$ cat config.mk
export PLATFORM = sky130hd
export DESIGN_NAME = stim_chassis_node
export DESIGN_NICKNAME = d
export VERILOG_FILES = /design/src/rtl/stim_pkg.sv /design/src/rtl/stim_chassis_node.sv /design/src/rtl/stim_timer.sv
export VERILOG_INCLUDE_DIRS = /design/src /design/src/rtl
export SDC_FILE = /design/constraint.sdc
export NUM_CORES = 1
export LEC_CHECK = 0
export ABC_AREA = 1
export BUFFER_PORTS_ARGS = -buffer_cell sky130_fd_sc_hd__buf_2
export CAP_MARGIN = 10
export CORE_MARGIN = 2
export CORE_UTILIZATION = 35
export DETAILED_ROUTE_END_ITERATION = 7
export PLACE_DENSITY = 0.63
export SLEW_MARGIN = 15
export SYNTH_ARGS = -nofsm -noshare
export SYNTH_HDL_FRONTEND = slang
export SYNTH_SLANG_ARGS = --single-unit
export TNS_END_PERCENT = 10
$ cat constraint.sdc
create_clock -name mclk_in -period 1.8 [get_ports mclk_in]
set_input_delay 0.36 -clock mclk_in [delete_from_list [all_inputs] [get_ports mclk_in]]
set_output_delay 0.36 -clock mclk_in [all_outputs]
set_load 0.01 [all_outputs]
$ cat src/rtl/stim_consts.svh
`ifndef STIM_CONSTS_SVH
`define STIM_CONSTS_SVH

// ----------------------------------------------------------------
// Header bytes
// ----------------------------------------------------------------
`define STIM_NIB_RPT 4'h8
`define STIM_NIB_REQ 4'h9
`define STIM_EVEN_BIT 4
`define STIM_PRIO_RPT 8'h88
`define STIM_PRIO_SREQ 8'ha9
`define STIM_TGT_SPEED_REQ 8'h28
`define STIM_TGT_SPEED_RPT 8'h29
`define STIM_TGT_INH_CMD 8'h2a
`define STIM_TGT_INH_RPT 8'h2b
`define STIM_EXT_SPEED 8'h02
`define STIM_EXT_SPEED_FAIL 8'h42
`define STIM_EXT_INH_REQ 8'h07
`define STIM_EXT_INH_ACK 8'h47
`define STIM_EXT_INH_Q0 8'h07
`define STIM_EXT_INH_Q1 8'h87
`define STIM_OWN_ADDR 8'h40

// ----------------------------------------------------------------
// Timing
// ----------------------------------------------------------------
`define STIM_CLK_KHZ 10000
`define STIM_MIN_REP_MS 100
`define STIM_MIN_REP_CYC (`STIM_MIN_REP_MS * `STIM_CLK_KHZ)
`define STIM_TMR_W 20

`endif

$ cat src/rtl/stim_pkg.sv
package stim_pkg;

  // ----------------------------------------------------------------
  // Message carrier: four header bytes and a 16-bit payload
  // ----------------------------------------------------------------
  typedef struct packed {
    logic [7:0] b0;
    logic [7:0] b1;
    logic [7:0] b2;
    logic [7:0] b3;
    logic [15:0] data;
  } stim_msg_t;

endpackage

$ cat src/rtl/stim_chassis_node.sv
`timescale 1ns/1ps
`include "stim_consts.svh"

// Operation
// Engine node reports speed on 0.2 kph change, never closer than 100 ms.
// Speed pacing table: 0.2 kph with 100 ms, 0.5 kph with 500 ms.
// Engine node keeps speed delta and repeat interval as calibrations.
// Failure speed report payload is ignored; only its arrival matters.
// Speed is unsigned 16 bits, 1/128 kph per count, 0 to 511.99 kph.
// Engine speed request and report headers are fixed byte sequences.
// Chassis accepts normal speed report X8 29 XX 02.
// Chassis accepts failure speed report X8 29 XX 42.
// Drop any message whose first header byte has odd upper nibble.
// Speed and request receive actions only act in run mode.
// Chassis sends inhibit report on flag change, at least 100 ms apart.
// Inhibit request, acknowledge and report headers are fixed sequences.
// Engine accepts inhibit reports and acknowledges each one.
// Acknowledge X9 2A XX 47 stops retries; otherwise keep retrying.
// Flag set on brake overtemperature, disable press or detected fault.
// Flag cleared when none of the disabling causes are present.
// Engine suspends torque input diagnostics while traction disabled.
// Engine treats inhibit as invalid until first valid report.
module stim_chassis_node
  import stim_pkg::*;
#(
  parameter int MIN_REP_CYC = `STIM_MIN_REP_CYC,
  parameter logic [7:0] OWN_ADDR = `STIM_OWN_ADDR
) (
  input wire logic mclk_in,
  input wire logic rst_n_in,
  input wire logic run_mode_in,
  input wire logic brake_overtemp_in,
  input wire logic switch_press_in,
  input wire logic fault_in,
  input wire logic speed_req_in,
  input wire stim_msg_t rx_msg_in,
  input wire logic rx_valid_in,
  input wire logic tx_ready_in,
  output stim_msg_t tx_msg_out,
  output logic tx_valid_out,
  output logic [15:0] speed_out,
  output logic speed_valid_out,
  output logic speed_fail_out,
  output logic inhibit_flag_out,
  output logic ack_pending_out
);

  localparam int W = `STIM_TMR_W;
  localparam logic [W-1:0] GAP_MIN = W'(MIN_REP_CYC - 1);

  // ----------------------------------------------------------------
  // Pin synchronisers
  // ----------------------------------------------------------------
  logic [3:0] pin_m_r;
  logic [3:0] pin_s_r;
  logic run_s;
  logic brake_s;
  logic sw_s;
  logic fault_s;
  logic sw_d_r;

  always_ff @(posedge mclk_in or negedge rst_n_in) begin
    if (!rst_n_in) begin
      pin_m_r <= 4'h0;
      pin_s_r <= 4'h0;
      sw_d_r <= 1'b0;
    end else begin
      pin_m_r <= {run_mode_in, brake_overtemp_in, switch_press_in, fault_in};
      pin_s_r <= pin_m_r;
      sw_d_r <= pin_s_r[1];
    end
  end

  assign run_s = pin_s_r[3];
  assign brake_s = pin_s_r[2];
  assign sw_s = pin_s_r[1];
  assign fault_s = pin_s_r[0];

  // ----------------------------------------------------------------
  // Inhibit flag
  // ----------------------------------------------------------------
  logic disable_r;
  logic inhibit_r;
  logic inhibit_nxt;

  // Each press toggles between disabling and reactivating
  always_ff @(posedge mclk_in or negedge rst_n_in) begin
    if (!rst_n_in) begin
      disable_r <= 1'b0;
    end else if (sw_s && !sw_d_r) begin
      disable_r <= !disable_r;
    end
  end

  assign inhibit_nxt = brake_s || disable_r || fault_s;

  always_ff @(posedge mclk_in or negedge rst_n_in) begin
    if (!rst_n_in) begin
      inhibit_r <= 1'b0;
    end else begin
      inhibit_r <= inhibit_nxt;
    end
  end

  // ----------------------------------------------------------------
  // Receive decode
  // ----------------------------------------------------------------
  logic rx_ok;
  logic rx_rpt;
  logic rx_req;
  logic hit_speed;
  logic hit_fail;
  logic hit_inh_req;
  logic hit_ack;

  assign rx_ok = rx_valid_in && run_s &&
                 !rx_msg_in.b0[`STIM_EVEN_BIT];
  assign rx_rpt = rx_ok && (rx_msg_in.b0[3:0] == `STIM_NIB_RPT);
  assign rx_req = rx_ok && (rx_msg_in.b0[3:0] == `STIM_NIB_REQ);
  assign hit_speed = rx_rpt && (rx_msg_in.b1 == `STIM_TGT_SPEED_RPT) &&
                     (rx_msg_in.b3 == `STIM_EXT_SPEED);
  assign hit_fail = rx_rpt && (rx_msg_in.b1 == `STIM_TGT_SPEED_RPT) &&
                    (rx_msg_in.b3 == `STIM_EXT_SPEED_FAIL);
  assign hit_inh_req = rx_req && (rx_msg_in.b1 == `STIM_TGT_INH_CMD) &&
                       (rx_msg_in.b3 == `STIM_EXT_INH_REQ);
  assign hit_ack = rx_req && (rx_msg_in.b1 == `STIM_TGT_INH_CMD) &&
                   (rx_msg_in.b3 == `STIM_EXT_INH_ACK);

  logic [15:0] speed_r;
  logic speed_valid_r;
  logic speed_fail_r;

  // Failure payload never reaches the speed output
  always_ff @(posedge mclk_in or negedge rst_n_in) begin
    if (!rst_n_in) begin
      speed_r <= 16'h0000;
      speed_valid_r <= 1'b0;
      speed_fail_r <= 1'b0;
    end else begin
      speed_valid_r <= hit_speed;
      speed_fail_r <= hit_fail;
      if (hit_speed) begin
        speed_r <= rx_msg_in.data;
      end
    end
  end

  // ----------------------------------------------------------------
  // Transmit scheduling
  // ----------------------------------------------------------------
  logic expired;
  logic launch_rpt;
  logic launch_sreq;
  logic need_send;
  logic pending_r;
  logic sent_flag_r;
  logic inh_req_r;
  logic sreq_r;
  logic tx_valid_r;
  stim_msg_t tx_msg_r;

  stim_timer #(
    .W(W),
    .TICKS(MIN_REP_CYC)
  ) u_rep_timer (
    .mclk_in(mclk_in),
    .rst_n_in(rst_n_in),
    .start_in(launch_rpt),
    .expired_out(expired)
  );

  // Unacked, changed or requested; retries are paced like changes
  assign need_send = pending_r || (inhibit_r != sent_flag_r) || inh_req_r;
  assign launch_rpt = run_s && expired && !tx_valid_r && need_send;
  assign launch_sreq = run_s && !tx_valid_r && !launch_rpt && sreq_r;

  // A launch in the same cycle as an ack wins, keeping the retry alive
  always_ff @(posedge mclk_in or negedge rst_n_in) begin
    if (!rst_n_in) begin
      pending_r <= 1'b1;
      sent_flag_r <= 1'b0;
    end else if (launch_rpt) begin
      pending_r <= 1'b1;
      sent_flag_r <= inhibit_r;
    end else if (hit_ack) begin
      pending_r <= 1'b0;
    end
  end

  always_ff @(posedge mclk_in or negedge rst_n_in) begin
    if (!rst_n_in) begin
      inh_req_r <= 1'b0;
    end else if (hit_inh_req) begin
      inh_req_r <= 1'b1;
    end else if (launch_rpt) begin
      inh_req_r <= 1'b0;
    end
  end

  always_ff @(posedge mclk_in or negedge rst_n_in) begin
    if (!rst_n_in) begin
      sreq_r <= 1'b0;
    end else if (speed_req_in) begin
      sreq_r <= 1'b1;
    end else if (launch_sreq) begin
      sreq_r <= 1'b0;
    end
  end

  always_ff @(posedge mclk_in or negedge rst_n_in) begin
    if (!rst_n_in) begin
      tx_valid_r <= 1'b0;
      tx_msg_r <= '0;
    end else if (tx_valid_r) begin
      if (tx_ready_in) begin
        tx_valid_r <= 1'b0;
      end
    end else if (launch_rpt) begin
      tx_valid_r <= 1'b1;
      tx_msg_r.b0 <= `STIM_PRIO_RPT;
      tx_msg_r.b1 <= `STIM_TGT_INH_RPT;
      tx_msg_r.b2 <= OWN_ADDR;
      tx_msg_r.b3 <= inhibit_r ? `STIM_EXT_INH_Q1 : `STIM_EXT_INH_Q0;
      tx_msg_r.data <= 16'h0000;
    end else if (launch_sreq) begin
      tx_valid_r <= 1'b1;
      tx_msg_r.b0 <= `STIM_PRIO_SREQ;
      tx_msg_r.b1 <= `STIM_TGT_SPEED_REQ;
      tx_msg_r.b2 <= OWN_ADDR;
      tx_msg_r.b3 <= `STIM_EXT_SPEED;
      tx_msg_r.data <= 16'h0000;
    end
  end

  assign tx_msg_out = tx_msg_r;
  assign tx_valid_out = tx_valid_r;
  assign speed_out = speed_r;
  assign speed_valid_out = speed_valid_r;
  assign speed_fail_out = speed_fail_r;
  assign inhibit_flag_out = inhibit_r;
  assign ack_pending_out = pending_r;

  // ----------------------------------------------------------------
  // Checks
  // ----------------------------------------------------------------
  logic [W-1:0] gap_r;

  always_ff @(posedge mclk_in or negedge rst_n_in) begin
    if (!rst_n_in) begin
      gap_r <= '1;
    end else if (launch_rpt) begin
      gap_r <= '0;
    end else if (gap_r != '1) begin
      gap_r <= gap_r + 1'b1;
    end
  end
endmodule

$ cat src/rtl/stim_timer.sv
`timescale 1ns/1ps
`include "stim_consts.svh"

module stim_timer
  import stim_pkg::*;
#(
  parameter int W = `STIM_TMR_W,
  parameter int TICKS = `STIM_MIN_REP_CYC
) (
  input wire logic mclk_in,
  input wire logic rst_n_in,
  input wire logic start_in,
  output logic expired_out
);

  localparam logic [W-1:0] TICKS_M1 = W'(TICKS - 1);

  logic [W-1:0] count_r;

  // ----------------------------------------------------------------
  // Countdown; expired from reset so the first send is not held off
  // ----------------------------------------------------------------
  always_ff @(posedge mclk_in or negedge rst_n_in) begin
    if (!rst_n_in) begin
      count_r <= '0;
    end else if (start_in) begin
      count_r <= TICKS_M1;
    end else if (count_r != '0) begin
      count_r <= count_r - 1'b1;
    end
  end

  assign expired_out = (count_r == '0);

endmodule

Yosys cells after proc, flatten, opt, wreduce, memory -nomap -nowiden

Cells that the tools add are included.

Bits in registers: 102
Word-level logic and storage cells: 79
Input port bits: 57
Output and inout bits: 69

Equal/unequal tests: 9
Multiplexer cells: 15
$add $sub $neg: 1
Bitwise operators: 1
Reduce and logical (&&, ||, !) cells: 34

Operators with widths:

| cell                    | number |
|---|---|
| $mux W48                | 2 |
| $mux W20                | 2 |
| $logic_not A20 Y1       | 1 |
| $reduce_bool A20 Y1     | 1 |
| $sub A20 B1 Y20 const B | 1 |
| $logic_and A1 B1 Y1     | 17 |
| $eq A8 B6 Y1 const B    | 2 |
| $eq A8 B7 Y1 const B    | 2 |
| $mux W1                 | 10 |
| $reduce_bool A2 Y1      | 5 |
| $eq A4 B4 Y1 const B    | 2 |
| $eq A8 B2 Y1 const B    | 1 |
| $eq A8 B3 Y1 const B    | 1 |
| $mux W8                 | 1 |
| $logic_not A1 Y1        | 5 |
| $logic_or A1 B1 Y1      | 4 |
| $reduce_and A2 Y1       | 1 |
| $ne A1 B1 Y1            | 1 |
| $not A1 Y1              | 1 |

Depth between registers and ports, before layout

Gate-level depths: netlist of run 1.

Depth in word-level cells: 10
Gate-level depth with buffers: 10
Depth with buffers taken out: 10

Cells and area by module

From an unflattened synthesis of run 1, not the netlist that was laid out.

Cell total of the unflattened synthesis: 434
Area total of the unflattened synthesis: 3305.7 um^2

By module, submodules not included:

| module            | times used | area an instance (um^2) | cells an instance |
|---|---|---|---|
| stim_chassis_node | 1          | 1993.2                  | 238 |
| stim_timer        | 1          | 1312.5                  | 196 |

Least setup slack after synthesis of run 1

No wires, ideal clock.

Path type: flip-flop to flip-flop
Start: register u_rep_timer.count_r[0]
End: register u_rep_timer.count_r[15]
Data required time: 1.682 ns
Data arrival time: 1.443 ns
Period minus slack after synthesis: 1.561 ns
Path slack: 0.239 ns
Library setup time: 0.118 ns
Stages on the path, launching flop included: 10
Path through: dfrtp_1 > inv_1 > ha_1 > nand2_1 > nor2_2 > nand3_4 > buf_6 > nand2_1 > xor2_1 > inv_1

Longest elaborated chain between the ends: 5
Elaborated cells on any way between the ends: 9
Those cells by class: add/sub (1); mux (2); reduce/logical (6)

RTL lines:

| item                                                    | line             | RTL |
|---|---|---|
| start: declaration                                      | stim_timer.sv:18 | `logic [W-1:0] count_r;` |
| start signal: assignment                                | stim_timer.sv:29 | `count_r <= count_r - 1'b1;` |
| branches (longest 5 deep; another with $sub A20 B1 Y20) | --               |  |

Several ways; the timed one is not identified. The select of a mux whose other input is x is not followed.
A chain may end at the register's enable or synchronous reset.

Worst setup path after layout of run 1

Start: register u_rep_timer.count_r[0]
End: register u_rep_timer.count_r[17]

The elaborated chain is that of the path after synthesis.

==> impl_metrics.py, run 1 <==
metrics = {
    "run_status": {
        "status": "finished, final reports clean",
    },
    "critical_path": {
        "critPathLaunchType": "flip-flop",
        "critPathKind": "flip-flop to flip-flop",
        "worst-path-max-fanout": 10,
        "arrival_ps": 1870,
        "crit_path_end_kind": "flip-flop",
        "required_ps": 2010,
        "reg2reg_slack_ps": 150,
    },
    "global_route": {
        "grt_overflow_total": 0,
        "grt_max_degree": 59,
        "grt_pass1_wl_mm": 10.66,
        "grt_util_met3_pct": 4.146,
        "busiest_layer": "met2",
        "gr-usage-met1_pct": 16.93,
        "use_met2_pct": 21.36,
        "grt_usage_pct": 13.38,
        "grt_antenna_before_repair": 0,
        "grt_pass1_vias": 2436,
    },
    "placement": {
        "port-buffer-count": 79,
        "gp_congestion": 0.8241,
        "place_inst": 560,
        "hpwl_mm": 4.733,
        "place_worst_setup_slack_ps": 157.0,
    },
    "yosys": {
        "yosysWarnings": 0,
        "netlist_instances": 379,
        "synth_area_um2": 3193,
        "syn_area_per_cell_um2": 8.425,
        "yosysSeqAreaShare_pct": 45.49,
        "ys_types": 36,
        "ys_ff_latch": 58,
    },
    "sta": {
        "fin_crit_sh_pct": 91.94,
        "layout_min_cycle_time_ps": 1655,
        "finalWorstSetupSlack_ps": 145.2,
        "finalSetupTns_ps": 0,
        "rsz0062_at_grt": "false",
        "setup_viol": 0,
        "max_freq_mhz": 604.3,
        "hold_viol": 0,
        "fin_worst_skew_ps": 5.686,
        "drv_slew": 0,
    },
    "final_layout": {
        "final_cells": 576,
        "final_common_cell": "buf_2",
        "layout.nets": 522,
        "drive_above_1_share_pct": 28.21,
        "final_cell_mix": "buf_2 (79), nand2_1 (65), inv_1 (63)",
        "fin_util_pct": 42.62,
        "insertedDiodeCount": 0,
        "fillers": 897,
        "area_delta_synth_final_pct": 16.97,
    },
    "cts": {
        "post_cts_buffers": 0,
        "cts-buffers-inserted": 9,
        "ctsHtreeMaxLevel": 3,
        "cts_tree": "yes",
        "clock_sinks": 58,
        "insertion_delay_ps": 330,
        "cts_buffer_depth": 2,
        "clk_pin_slew_ps": 60,
        "root_buffer": "clkbuf_8",
    },
    "detailed_routing": {
        "wl_per_cell_um": 10.72,
        "viasPerCell": 4.307,
        "wl_mm": 6.174,
        "dr.pass1.iters": 5,
        "drtAntennaViolNets": 0,
        "vias": 2481,
        "drc": 0,
        "drt_iter0_drc": 154,
    },
    "power": {
        "p_per_area_nw_per_um2": 1063,
        "clock_power_share_pct": 26.1,
        "pwr-share-comb_pct": 28.7,
        "seqPwrFrac_pct": 45.3,
        "switching_share_pct": 36.57,
        "peakVddDrop_mv": 0.4314,
        "power_switching_mw": 1.452,
        "internal_power_mw": 2.519,
        "leakage_nw": 2.023,
    },
    "worst_hold_path": {
        "hold_path_class": "input pin to asynchronous set/reset pin",
    },
    "floorplanning": {
        "core_area_um2": 8763,
        "die_area_um2": 9903,
        "die_w_um": 99.52,
        "ios": 126,
        "rows": 34,
        "fp.dieH_um": 99.52,
        "initial_utilization_pct": 36.44,
    },
    "flow_run": {
        "max-cap-violations": 0,
    },
}
-- cell families (layout without fill, tap and decap cells) --
family,Yosys count,count (layout),synth area share [%]
other,1,35,0.1174
flip-flops,58,58,45.49
XOR/XNOR,9,9,2.469
AND/OR/NAND/NOR,162,162,25.82
buffers and inverters,113,168,19.04
AO/OA/AOI/OAI,34,34,6.270
adder cells (fa/ha/maj),2,2,0.7836
-- final cells by class --
| type | count | area [µm²] | area share [%] |
|---|---|---|---|
| clock buffer | 11 | 141.4 | 3.786 |
| multi-input combinational | 242 | 1260 | 33.74 |
| timing repair buffer | 88 | 475.5 | 12.73 |
| inverter | 64 | 240.2 | 6.432 |
| tap | 108 | 135.1 | 3.618 |
| sequential | 58 | 1453 | 38.89 |
| clock inverter | 5 | 30.03 | 0.8040 |
-- power groups by stage --
stage	registers [mW]	logic [mW]	clock network (mW)
global placement	1.81	1.12	0
finish	1.80	1.14	1.04
global route	1.83	1.31	1.14
floorplan	1.78	0.905	0
detailed placement	1.82	1.15	0
CTS	1.80	1.15	1.08
-- path summary, 6_finish.rpt --
path	start	to	depth (start not counted)
setup reg to reg	u_rep_timer.count_r[0]	u_rep_timer.count_r[17]	10
hold reg to reg	pin_m_r[2]	pin_s_r[2]	0
hold / removal	rst_n_in	u_rep_timer.count_r[4]	2
min in group mclk_in	switch_press_in	pin_m_r[1]	1
setup / recovery	u_rep_timer.count_r[0]	u_rep_timer.count_r[17]	10
max in group asynchronous	rst_n_in	ack_pending_out	2
-- registers in the layout, summed over array words and instances, names as in the netlist --
register,count
ack_pending_out,1
sent_flag_r,1
sreq_r,1
sw_d_r,1
disable_r,1
tx_valid_out,1
speed_valid_out,1
u_rep_timer.count_r,20
inh_req_r,1
speed_out,16
tx_msg_out,4
pin_m_r,4
speed_fail_out,1
pin_s_r,4
inhibit_flag_out,1
-- repair_timing --
item	CTS	global route
gates resized for setup	0	1
hold buffers	0	0
setup endpoints to repair	0	1
-- cell usage after synthesis, drive strengths merged --
library cell	instances	area share (%)
a21oi	1	0.16
o221ai	1	0.27
or3	1	0.20
or2	2	0.39
nor4	4	0.78
and3	1	0.20
nand3b	4	0.94
xor2	6	1.6
dfstp	1	0.82
o211ai	6	1.7
nand2	68	8.2
nor3	5	1.3
conb	1	0.12
o21ai	25	3.9
dfrtp	57	45
buf	48	11
xnor2	3	0.82
inv	64	7.5
nor2	43	6.6
ha	2	0.78
a31oi	1	0.20
clkbuf	1	0.16
nand3	23	5.0
nand4	11	2.2
-- worst max-delay path: stages (launching register included) --
cell and delay [ps]:
dfrtp_1 380, inv_1 120, ha_1 210, nand2_1 70
nor2_2 160, nand3_4 160, buf_4 200, nand2_1 80
nor2_1 40, nand2_1 60, nand3_2 50
-- metrics by stage --
| step | hold slack (ps) | total power [mW] | area (µm²) |
|---|---|---|---|
| finish | 22.97 | 3.971 | 3735 |
| global route | 43.45 | 4.286 | 3735 |
| CTS | 28.15 | 4.027 | 3735 |
| detailed placement | 335.8 | 2.965 | 3563 |
| global placement | 332.3 | 2.928 | 3563 |
| floorplan | 64.41 | 2.682 | 3321 |
-- routing by layer --
metal  routed length (µm)  part of all wire [%]
met4                  102                   1.7
met1                 2789                    45
met5                    0                     0
met2                 2928                    47
met3                  353                   5.7
Power figures use the tool's default switching activity.
==> run 2: changes to the inputs <==
Settings changed: PLACE_DENSITY 0.63 to 0.62, SYNTH_HIERARCHICAL from default to 1.
==> run 2 against run 1 <==
Compared with the run above: first-iteration DRC count decreased by 49%; global-route usage increased by 1.5 points; sequential cell count unchanged; total power increased by 10%; sequential power decreased by 3%; cell count increased by 12%; wire length increased by 15%; synthesized cell count increased by 15%.
==> impl_metrics.py, run 2 <==
metrics = {
    "run_status": {
        "status": "finished, final reports clean",
    },
    "detailed_routing": {
        "wl_per_cell_um": 10.98,
        "drt_iter0_drc": 78,
        "dr.pass1.iters": 5,
        "wl_mm": 7.081,
        "vias": 2873,
        "drc": 0,
        "viasPerCell": 4.454,
        "drtAntennaViolNets": 0,
    },
    "yosys": {
        "yosys.area.top_type": "dfrtp_1",
        "synth_area_um2": 3306,
        "netlist_instances": 434,
        "synthTopCellsByCount": "nand2_1 (110), nor2_1 (59), dfrtp_1 (57)",
        "ys_ff_latch": 58,
        "synthTopCellsByArea": "dfrtp_1 (43%), nand2_1 (12%), buf_4 (10%)",
        "yosysSeqAreaShare_pct": 43.94,
        "syn_area_per_cell_um2": 7.617,
        "ys_types": 29,
        "yosysWarnings": 6,
        "synth.most_common_cell": "nand2_1",
        "yosys.area.top_type_share_pct": 43.15,
        "synth_edf_count": 0,
        "ys_async_sr_fraction_pct": 100.0,
        "synth_ff_type": "dfrtp_1",
    },
    "critical_path": {
        "worst-path-max-fanout": 9,
        "required_ps": 2060,
        "crit_path_end_kind": "flip-flop",
        "critPathKind": "flip-flop to flip-flop",
        "arrival_ps": 1920,
        "slowest_stage": "dfrtp_1",
        "critPathLaunchType": "flip-flop",
        "path_cells": "nor2_1 > nand2_2 > nor2_4 > nand3_2 > clkinv_4 > nand2_2 > nor2_2 > nand2_2 > inv_4 > buf_12 > nor2_4 > a21oi_1",
        "cp_common_cell": "nand2_2",
        "crit_path_max_incr_delay_ps": 420,
    },
    "global_route": {
        "gr-usage-met1_pct": 18.91,
        "busiest_layer": "met2",
        "use_met2_pct": 24.91,
        "grt_max_degree": 32,
        "grt_usage_pct": 14.84,
        "grt_util_met3_pct": 4.003,
        "grt_antenna_before_repair": 0,
        "grt_pass1_vias": 2744,
        "grt_pass1_wl_mm": 12.19,
        "grt_overflow_total": 0,
    },
    "sta": {
        "rsz0062_at_grt": "false",
        "fin_worst_skew_ps": 8.789,
        "hold_viol": 0,
        "holdWs_ps": 133.7,
        "drv_slew": 0,
        "layout_min_cycle_time_ps": 1666,
        "setup_viol": 0,
        "finalWorstSetupSlack_ps": 133.6,
        "max_freq_mhz": 600.1,
        "fin_crit_sh_pct": 92.58,
    },
    "cts": {
        "root_buffer": "clkbuf_8",
        "cts-buffers-inserted": 9,
        "clock_sinks": 58,
        "ctsHtreeMaxLevel": 3,
        "cts_buffer_depth": 2,
        "insertion_delay_ps": 330,
        "clk_pin_slew_ps": 70,
        "cts_tree": "yes",
    },
    "placement": {
        "dpl_cell_area_um2": 3797,
        "place_inst": 626,
        "hpwl_mm": 5.487,
        "place_worst_setup_slack_ps": 54.71,
        "port-buffer-count": 79,
        "gp_congestion": 0.8564,
    },
    "final_layout": {
        "largest_register_ffs": 20,
        "final_common_cell": "nand2_1",
        "top_register": "u_rep_timer/count_r",
        "stdcell_area_um2": 4068,
        "final_cell_mix": "nand2_1 (108), buf_2 (79), dfrtp_1 (57)",
        "insertedDiodeCount": 0,
        "area_delta_synth_final_pct": 23.05,
        "drive_above_1_share_pct": 29.59,
        "fin_util_pct": 44.23,
        "layout.nets": 588,
        "final_cells": 645,
        "fillers": 923,
    },
    "floorplanning": {
        "fp.dieH_um": 101.2,
        "die_w_um": 101.2,
        "rows": 35,
        "die_area_um2": 10240,
        "initial_utilization_pct": 35.95,
        "core_area_um2": 9196,
        "ios": 126,
    },
    "power": {
        "peakVddDrop_mv": 0.5702,
        "p_per_area_nw_per_um2": 1074,
        "leakage_nw": 2.249,
    },
    "worst_hold_path": {
        "hold_path_class": "input pin to flip-flop",
    },
    "flow_run": {
        "max-cap-violations": 0,
    },
}
-- run 2: kinds of logic (layout without fill, tap and decap cells) --
family                   after synthesis  after routing  synth area share (%)
adder cells (fa/ha/maj)                2              2                0.7569
AND/OR/NAND/NOR                      248            248                 33.69
XOR/XNOR                               2              2                0.5300
buffers and inverters                104            170                 17.71
AO/OA/AOI/OAI                         19             19                 3.255
other                                  1             35                0.1134
flip-flops                            58             58                 43.94
-- run 2: stage by stage --
step	setup TNS, ps	power [mW]
floorplan	-484.4	2.584
global placement	0	2.960
detailed placement	0	2.993
CTS	0	4.360
global route	0	4.683
finish	0	4.370
-- run 2: routing by layer --
layer | up-vias | part of all wire (%)
li1 | 1451 | -
met1 | 1323 | 45
met2 | 93 | 49
met3 | 6 | 4.8
met4 | 0 | 1.1
met5 | - | 0
-- run 2: layout make-up --
cell class	instances	area (µm²)	area share [%]
clock buffer	9	123.9	3.045
tap	111	138.9	3.414
inverter	54	212.7	5.229
timing repair buffer	100	580.6	14.27
sequential	58	1453	35.71
multi-input combinational	306	1455	35.77
clock inverter	7	103.9	2.553
-- run 2: power breakdown --
group	internal, mW	switching [mW]
Sequential	1.52	0.229
Clock	0.790	0.555
Combinational	0.554	0.724
Total	2.86	1.51
-- run 2: worst paths after layout --
path                       slack (ps)                       to  cells after the start                     from
min reg2reg                       350               pin_s_r[3]                      0               pin_m_r[3]
max                               130   u_rep_timer/count_r[2]                     12  u_rep_timer/count_r[13]
min                               130               pin_m_r[3]                      1              run_mode_in
max reg2reg                       130   u_rep_timer/count_r[2]                     12  u_rep_timer/count_r[13]
max in group asynchronous         770   u_rep_timer/count_r[7]                      3                 rst_n_in
min in group asynchronous         510  u_rep_timer/count_r[17]                      2                 rst_n_in
-- run 2: timing repair --
item                       4_1_cts  5_1_grt
setup buffers                    0        2
hold buffers                     1        0
gates resized for setup          0        6
hold endpoints to repair        16        0
setup endpoints to repair        0       17
-- run 2: critical path, delay by kind of cell (launching register included) --
kind	cells	cell delay [ps]
AO/OA/AOI/OAI	1	120
buffers and inverters	3	260
flip-flops	1	420
AND/OR/NAND/NOR	8	780
